## src/verilog/uaof_consts.vh

```
/*
 * constants for the uncore address/opcode event filter: register fields,
 * match criteria encodings, opcode encodings and widths.
 * assumes inclusion by bare name from the design files.
 */
`ifndef UAOF_CONSTS_VH
`define UAOF_CONSTS_VH

`define UAOF_REG_W          64
`define UAOF_CNT_W          48
`define UAOF_NUM_CNT        8
`define UAOF_ADDR_HI        39
`define UAOF_ADDR_LO        3
`define UAOF_OPC_HI         43
`define UAOF_OPC_LO         40
`define UAOF_CLS_HI         47
`define UAOF_CLS_LO         44
`define UAOF_SEL_HI         63
`define UAOF_SEL_LO         61
`define UAOF_EVSEL_HI       7
`define UAOF_EVSEL_LO       0
`define UAOF_LOCAL_EN_BIT   22
`define UAOF_FILTER_RESET   64'h0000_0000_0000_0000
`define UAOF_CFG_RESET      64'h0000_0000_0000_0000

`define UAOF_SEL_OFF        3'h0
`define UAOF_SEL_ADDR       3'h4
`define UAOF_SEL_OPC        3'h2
`define UAOF_SEL_EITHER     3'h6
`define UAOF_SEL_BOTH       3'h1

`define UAOF_CLS_HOME_REQ   4'h0
`define UAOF_CLS_SNOOP_RSP  4'h1
`define UAOF_CLS_DATA_RSP   4'hE

`define UAOF_OPC_DEMAND_INSTRUCTION_FETCH   4'h2
`define UAOF_OPC_WRITEBACK_REQUEST          4'h3
`define UAOF_OPC_PREFETCH_DATA_READ         4'h4
`define UAOF_OPC_PREFETCH_READ_FOR_OWNERSHIP 4'h5
`define UAOF_OPC_PREFETCH_INSTRUCTION_FETCH 4'h6
`define UAOF_OPC_OTHER                      4'h7
`define UAOF_OPC_NON_MEMORY_TARGET          4'hF

`define UAOF_EVSEL_ADDR_OPCODE_MATCH 8'h35

`endif

```

## src/verilog/uaof_filter_top.v

```verilog
/*
 * uncore address/opcode event filter with eight 48-bit counters.
 * assumes registers are written through plain write ports (index + strobe)
 * and that one transaction request arrives per cycle at most.
 */
`timescale 1ns/1ps
`include "uaof_consts.vh"
module uaof_filter_top (
  clk,
  rst,
  ce,
  filter_wr,
  filter_wdata,
  cfg_wr,
  cfg_idx,
  cfg_wdata,
  global_wr,
  global_wdata,
  cnt_wr,
  cnt_idx,
  cnt_wdata,
  rd_idx,
  req_valid,
  req_addr,
  req_class,
  req_opcode,
  filter_rdata,
  cfg_rdata,
  global_rdata,
  cnt_rdata,
  match_pulse
);
  input  wire                   clk;
  input  wire                   rst;
  input  wire                   ce;
  input  wire                   filter_wr;
  input  wire [63:0]            filter_wdata;
  input  wire                   cfg_wr;
  input  wire [2:0]             cfg_idx;
  input  wire [63:0]            cfg_wdata;
  input  wire                   global_wr;
  input  wire [7:0]             global_wdata;
  input  wire                   cnt_wr;
  input  wire [2:0]             cnt_idx;
  input  wire [`UAOF_CNT_W-1:0] cnt_wdata;
  input  wire [2:0]             rd_idx;
  input  wire                   req_valid;
  input  wire [39:0]            req_addr;
  input  wire [3:0]             req_class;
  input  wire [3:0]             req_opcode;
  output reg  [63:0]            filter_rdata;
  output reg  [63:0]            cfg_rdata;
  output reg  [7:0]             global_rdata;
  output reg  [`UAOF_CNT_W-1:0] cnt_rdata;
  output reg                    match_pulse;

  reg  [63:0]            filter_r;
  reg  [63:0]            cfg_r [0:`UAOF_NUM_CNT-1];
  reg  [7:0]             global_en_r;
  reg                    req_valid_r;
  reg  [39:0]            req_addr_r;
  reg  [3:0]             req_class_r;
  reg  [3:0]             req_opcode_r;
  wire                   hit;
  wire [`UAOF_CNT_W-1:0] count [0:`UAOF_NUM_CNT-1];
  wire [7:0]             sel_filter;
  wire [7:0]             enabled;
  wire [7:0]             cnt_inc;
  reg  [7:0]             cnt_load;
  reg  [63:0]            cfg_rd_mux;
  reg  [`UAOF_CNT_W-1:0] cnt_rd_mux;
  integer                i;

  // filter register
  always @(posedge clk or posedge rst) begin
    if (rst) begin
      filter_r <= `UAOF_FILTER_RESET;
    end else if (ce && filter_wr) begin
      filter_r <= filter_wdata;
    end
  end

  // per-counter event configuration and global enable
  always @(posedge clk or posedge rst) begin
    if (rst) begin
      for (i = 0; i < `UAOF_NUM_CNT; i = i + 1) begin
        cfg_r[i] <= `UAOF_CFG_RESET;
      end
      global_en_r <= 8'h00;
    end else if (ce) begin
      if (cfg_wr) begin
        cfg_r[cfg_idx] <= cfg_wdata;
      end
      if (global_wr) begin
        global_en_r <= global_wdata;
      end
    end
  end

  // register the request so each arriving one is evaluated exactly once
  always @(posedge clk or posedge rst) begin
    if (rst) begin
      req_valid_r  <= 1'b0;
      req_addr_r   <= 40'h00_0000_0000;
      req_class_r  <= 4'h0;
      req_opcode_r <= 4'h0;
    end else if (ce) begin
      req_valid_r  <= req_valid;
      req_addr_r   <= req_addr;
      req_class_r  <= req_class;
      req_opcode_r <= req_opcode;
    end
  end

  uaof_match u_match (
    .filter     (filter_r),
    .req_addr   (req_addr_r),
    .req_class  (req_class_r),
    .req_opcode (req_opcode_r),
    .hit        (hit)
  );

  // per-counter qualification of the filter hit
  genvar g;
  generate
    for (g = 0; g < `UAOF_NUM_CNT; g = g + 1) begin : gen_qual
      assign sel_filter[g] = (cfg_r[g][`UAOF_EVSEL_HI:`UAOF_EVSEL_LO] ==
                              `UAOF_EVSEL_ADDR_OPCODE_MATCH);
      assign enabled[g]    = cfg_r[g][`UAOF_LOCAL_EN_BIT] & global_en_r[g];
      assign cnt_inc[g]    = req_valid_r & hit & sel_filter[g] & enabled[g];
    end
  endgenerate

  // counter load index decode; a load wins over an increment
  always @* begin
    cnt_load = 8'h00;
    if (!cnt_wr) begin
      cnt_load = 8'h00;
    end else if (cnt_idx == 3'h0) begin
      cnt_load = 8'h01;
    end else if (cnt_idx == 3'h1) begin
      cnt_load = 8'h02;
    end else if (cnt_idx == 3'h2) begin
      cnt_load = 8'h04;
    end else if (cnt_idx == 3'h3) begin
      cnt_load = 8'h08;
    end else if (cnt_idx == 3'h4) begin
      cnt_load = 8'h10;
    end else if (cnt_idx == 3'h5) begin
      cnt_load = 8'h20;
    end else if (cnt_idx == 3'h6) begin
      cnt_load = 8'h40;
    end else begin
      cnt_load = 8'h80;
    end
  end

  // eight general-purpose counters, one per event configuration
  uaof_counter u_cnt0 (
    .clk      (clk),
    .rst      (rst),
    .ce       (ce),
    .load     (cnt_load[0]),
    .load_val (cnt_wdata),
    .inc      (cnt_inc[0]),
    .count    (count[0])
  );

  uaof_counter u_cnt1 (
    .clk      (clk),
    .rst      (rst),
    .ce       (ce),
    .load     (cnt_load[1]),
    .load_val (cnt_wdata),
    .inc      (cnt_inc[1]),
    .count    (count[1])
  );

  uaof_counter u_cnt2 (
    .clk      (clk),
    .rst      (rst),
    .ce       (ce),
    .load     (cnt_load[2]),
    .load_val (cnt_wdata),
    .inc      (cnt_inc[2]),
    .count    (count[2])
  );

  uaof_counter u_cnt3 (
    .clk      (clk),
    .rst      (rst),
    .ce       (ce),
    .load     (cnt_load[3]),
    .load_val (cnt_wdata),
    .inc      (cnt_inc[3]),
    .count    (count[3])
  );

  uaof_counter u_cnt4 (
    .clk      (clk),
    .rst      (rst),
    .ce       (ce),
    .load     (cnt_load[4]),
    .load_val (cnt_wdata),
    .inc      (cnt_inc[4]),
    .count    (count[4])
  );

  uaof_counter u_cnt5 (
    .clk      (clk),
    .rst      (rst),
    .ce       (ce),
    .load     (cnt_load[5]),
    .load_val (cnt_wdata),
    .inc      (cnt_inc[5]),
    .count    (count[5])
  );

  uaof_counter u_cnt6 (
    .clk      (clk),
    .rst      (rst),
    .ce       (ce),
    .load     (cnt_load[6]),
    .load_val (cnt_wdata),
    .inc      (cnt_inc[6]),
    .count    (count[6])
  );

  uaof_counter u_cnt7 (
    .clk      (clk),
    .rst      (rst),
    .ce       (ce),
    .load     (cnt_load[7]),
    .load_val (cnt_wdata),
    .inc      (cnt_inc[7]),
    .count    (count[7])
  );

  // read index decode for config and counter read-back
  always @* begin
    if (rd_idx == 3'h0) begin
      cfg_rd_mux = cfg_r[0];
      cnt_rd_mux = count[0];
    end else if (rd_idx == 3'h1) begin
      cfg_rd_mux = cfg_r[1];
      cnt_rd_mux = count[1];
    end else if (rd_idx == 3'h2) begin
      cfg_rd_mux = cfg_r[2];
      cnt_rd_mux = count[2];
    end else if (rd_idx == 3'h3) begin
      cfg_rd_mux = cfg_r[3];
      cnt_rd_mux = count[3];
    end else if (rd_idx == 3'h4) begin
      cfg_rd_mux = cfg_r[4];
      cnt_rd_mux = count[4];
    end else if (rd_idx == 3'h5) begin
      cfg_rd_mux = cfg_r[5];
      cnt_rd_mux = count[5];
    end else if (rd_idx == 3'h6) begin
      cfg_rd_mux = cfg_r[6];
      cnt_rd_mux = count[6];
    end else begin
      cfg_rd_mux = cfg_r[7];
      cnt_rd_mux = count[7];
    end
  end

  // registered read-back
  always @(posedge clk or posedge rst) begin
    if (rst) begin
      filter_rdata <= `UAOF_FILTER_RESET;
      cfg_rdata    <= `UAOF_CFG_RESET;
      global_rdata <= 8'h00;
      cnt_rdata    <= {`UAOF_CNT_W{1'b0}};
      match_pulse  <= 1'b0;
    end else if (ce) begin
      filter_rdata <= filter_r;
      cfg_rdata    <= cfg_rd_mux;
      global_rdata <= global_en_r;
      cnt_rdata    <= cnt_rd_mux;
      match_pulse  <= req_valid_r & hit;
    end
  end
endmodule

```

## src/verilog/uaof_match.v

```verilog
/*
 * combinational address and opcode comparison against the filter register.
 * assumes the request fields are valid whenever req_valid is high upstream.
 */
`timescale 1ns/1ps
`include "uaof_consts.vh"
module uaof_match (
  filter,
  req_addr,
  req_class,
  req_opcode,
  hit
);
  input  wire [63:0] filter;
  input  wire [39:0] req_addr;
  input  wire [3:0]  req_class;
  input  wire [3:0]  req_opcode;
  output reg         hit;

  wire [2:0] sel;
  wire       addr_hit;
  wire       opc_hit;

  assign sel      = filter[`UAOF_SEL_HI:`UAOF_SEL_LO];
  // bits 2:0 ignored
  assign addr_hit = (req_addr[`UAOF_ADDR_HI:`UAOF_ADDR_LO] ==
                     filter[`UAOF_ADDR_HI:`UAOF_ADDR_LO]);
  // class and opcode must both match
  assign opc_hit  = (req_class == filter[`UAOF_CLS_HI:`UAOF_CLS_LO]) &&
                    (req_opcode == filter[`UAOF_OPC_HI:`UAOF_OPC_LO]);

  always @* begin
    if (sel == `UAOF_SEL_ADDR) begin
      hit = addr_hit;
    end else if (sel == `UAOF_SEL_OPC) begin
      hit = opc_hit;
    end else if (sel == `UAOF_SEL_EITHER) begin
      hit = addr_hit | opc_hit;
    end else if (sel == `UAOF_SEL_BOTH) begin
      hit = addr_hit & opc_hit;
    end else begin
      hit = 1'b0;
    end
  end
endmodule

```

## src/verilog/uaof_counter.v

```verilog
/*
 * one 48-bit general-purpose counter with load port.
 * assumes inc is at most one per cycle.
 */
`timescale 1ns/1ps
`include "uaof_consts.vh"
module uaof_counter (
  clk,
  rst,
  ce,
  load,
  load_val,
  inc,
  count
);
  input  wire                   clk;
  input  wire                   rst;
  input  wire                   ce;
  input  wire                   load;
  input  wire [`UAOF_CNT_W-1:0] load_val;
  input  wire                   inc;
  output reg  [`UAOF_CNT_W-1:0] count;

  always @(posedge clk or posedge rst) begin
    if (rst) begin
      count <= {`UAOF_CNT_W{1'b0}};
    end else if (ce) begin
      if (load) begin
        count <= load_val;
      end else if (inc) begin
        count <= count + {{(`UAOF_CNT_W-1){1'b0}}, 1'b1};
      end
    end
  end
endmodule

```

## config.mk

```make
export PLATFORM = sky130hd
export DESIGN_NAME = uaof_filter_top
export DESIGN_NICKNAME = d
export VERILOG_FILES = /design/src/verilog/uaof_filter_top.v /design/src/verilog/uaof_match.v /design/src/verilog/uaof_counter.v
export VERILOG_INCLUDE_DIRS = /design/src /design/src/verilog
export SDC_FILE = /design/constraint.sdc
export NUM_CORES = 2
export LEC_CHECK = 0
export BUFFER_PORTS_ARGS = -buffer_cell sky130_fd_sc_hd__buf_4
export CORE_MARGIN = 2
export CORE_UTILIZATION = 65
export DETAILED_ROUTE_END_ITERATION = 10
export HOLD_SLACK_MARGIN = 0.06
export PLACE_DENSITY_LB_ADDON = 0.1
export SYNTH_ARGS = -nofsm -noshare
export SYNTH_HDL_FRONTEND = slang
export SYNTH_SLANG_ARGS = --single-unit
```

## constraint.sdc

```tcl
create_clock -name clk -period 91.9 [get_ports clk]
set_input_delay 4.595 -clock clk [delete_from_list [all_inputs] [get_ports clk]]
set_output_delay 4.595 -clock clk [all_outputs]
set_load 0.005 [all_outputs]
```

==> qor.csv <==
metric;value;unit
outcome;finished clean;
power.total;1.510;mW
rsz0062_at_grt;no;
hpwl;148400;um
cp.required;92.53;ns
cts_tree;yes;
overflow;0;
die_y;314.0;um
setup_slack;83.32;ns
via_per_inst;7.230;
max_slew.worst_pin.slew;1.366;ns
dp_cells;7507;
antenna_found_initial;21;
wl_per_cell;29.35;um
critical_path_peak_fanout;51;
floorplan.die_area;98590;um^2
areaGrowthSynthToFinish;13.48;%
routed-via-count;56080;
synth_edf_count;0;
wl_met1;81620;um
cp-end-kind;flop;
grt_pass1_vias;55039;
crit_buf_inv;4;
ys.flop_type;dfrtp_1;
ys.warnings.count;0;
avgSynthCellArea;10.08;um^2
post_cts_resized;0;
slew_violations;0;
port_buffers;430;
crit_chain;buf_6, buf_4, buf_4, nand3b_1, buf_4, mux2i_1, a211oi_1, a21oi_1, a21oi_1, a211oi_1, o21ai_0;
max_cap_viol_count;0;
grt_pass1_wl;343100;um
grt_usage;45.92;%
p_leak;29.32;nW
clk_path_buf_depth;3;
synth-async-reset-ratio;100.0;%
reg2reg_from;filter_r[43];
slew_headroom;8.106;%
cp_data_arrival_time;9.21;ns
nets;6632;
max_freq;116.6;MHz
slowest_stage;buf_4;
finalWirelength;227600;um
pre_cts_ws;82.85;ns
synth_seq_area_share;48.04;%
hold_violations;0;
hp-class;flop to flop;
pin_count;434;
period_share;9.335;%
num_rows;113;
cp-start-kind;primary input;
wl_met3;23290;um
core_area;95150;um^2
crit_family;buffers and inverters;
skew;0.02406;ns
die-width;314.0;um
stdcell_count;7757;
drt_pass1_iterations;9;
drt_iter0_markers;7328;
numClockSinks;1199;
irDropWorstVdd;22.40;uV
drive_above_1_share;25.06;%
crit_start;rd_idx[0];
syn_inst;6194;
critical_path_class;primary input to flop;
cts_buffers;131;
clk_latency;0.78;ns
clkTransAtPathRegs;0.06;ns
postCtsHoldBufs;0;
postCtsSetupRepairBufs;0;
synth_nets;6451;
synth-seq-cells;1199;
worst_hold_startpoint;cfg_rdata[32];
drc;0;
initial_core_util;65.64;%
power_density;21.31;nW/um^2
timing.critical_path.mode_cell;buf_4;
min_period;8.579;ns
wl_met2;100900;um
htreeDepth;4;
ys_types;89;
grt_max_degree;177;
place_congestion;1.040;
clock-root-buffer;clkbuf_16;
synth_area;62460;um^2
top_layer;met5;
cpPeakStageDelay;0.78;ns
setup_viol_count_final;0;
fin_util;74.49;%
setup-tns-final;0;ns
antenna_left;0;
## cells in the mapped netlist, types with 48 or more instances
cell      number  area share [%]
a211oi_1      90             1.1
nand4_1       87            0.87
clkbuf_1     424             2.5
inv_1         93            0.56
mux2_2       743              13
a22oi_1       48            0.58
dfrtp_1     1199              48
and3_1       120             1.2
nand2_1      637             3.8
nand3_1      240             1.9
nor4_1       130             1.3
mux2i_1       82             1.3
nor3_1       164             1.3
nor2_1       336             2.0
o21ai_0      264             2.1
o211ai_1     215             2.6
o22ai_1       93            0.93
o311ai_0     101             1.4
a21oi_1      343             2.7
buf_1         54            0.32
## per-layer routing
| layer | up-vias | track usage, % |
|---|---|---|
| li1 | 23711 | - |
| met1 | 27534 | 57.45 |
| met2 | 3691 | 68.69 |
| met3 | 1130 | 10.33 |
| met4 | 14 | 37.66 |
| met5 | - | 0 |
## worst paths after layout
kind	slack (ns)	endpoint	cells past startpoint
min reg2reg	0.48	cfg_rdata[32]	1
max in group asynchronous	83.90	cfg_r[500]	6
max reg2reg	87.52	u_cnt6.count[10]	8
min	0.48	cfg_rdata[32]	1
min in group asynchronous	3.98	filter_rdata[59]	2
max	83.32	cnt_rdata[37]	11
## stage by stage
step,hold WS [ns],instance area (um^2)
global placement,0.4684,66520
floorplan,0.4712,62460
global route,0.4908,70880
finish,0.4805,70880
detailed placement,0.4701,66520
CTS,0.4827,70840
## registers in the layout, summed over array words and instances, names as in the netlist, 64 cells and up
register,flops
filter_r,64
cfg_rdata,64
filter_rdata,64
cfg_r,512
## cell usage in the layout (no fill, tap or decap), types with 18 or more instances in the layout
cell,Yosys,routed
o22ai_1,93,93
o211ai_1,215,215
nand2_1,637,634
mux2_2,743,743
nor3_1,164,155
a311oi_1,18,18
o21ai_0,264,264
a222oi_1,23,23
a221oi_1,23,23
nor4_1,130,130
buf_4,1,551
and3_1,120,120
mux2i_1,82,82
or3_1,39,38
or2_2,22,22
and2_1,21,19
and4_1,21,21
xor2_1,42,42
a31oi_1,27,27
o2111ai_1,27,26
a22oi_1,48,48
or4_1,27,27
nand3_1,240,239
a211oi_1,90,90
o31ai_1,33,33
clkbuf_1,424,29
o311ai_0,101,101
clkinv_2,0,23
clkbuf_8,0,27
dfrtp_1,1199,1199
a211o_1,23,22
o32a_1,30,30
a21oi_1,343,343
nand4_1,87,87
clkbuf_16,0,133
nor2_1,336,317
o211a_1,32,32
inv_1,93,91
## where the power goes
part	internal [mW]	leakage [nW]	switching, mW	total (mW)
sequential	0.624	14.8	0.0825	0.707
clock	0.309	2.12	0.228	0.537
combinational	0.132	12.4	0.134	0.266
## kinds of logic (layout without fill, tap and decap cells)
logic type                 Yosys count  after routing  share of synthesized area [%]
AOI/OAI and AO/OA                 1584           1584                          17.50
muxes                              835            835                          15.07
buffers and inverters              602            884                          3.692
adders and majority gates            8              8                         0.1603
xor gates and xnor gates            45             45                         0.6310
DFF                               1199           1199                          48.04
and+or+nand+nor                   1921           1921                          14.91
other                                0             16                              0
## layout make-up
class,count,area [um^2]
antenna,16,40.04
sequential,1199,30000
fill,6637,24270
multi-input combinational,4393,30370
inverter,94,362.8
tap,1265,1583
timing repair buffer,556,4205
clock buffer,189,3809
clock inverter,45,513.0
No activity file was read; power rests on OpenSTA's default activity.
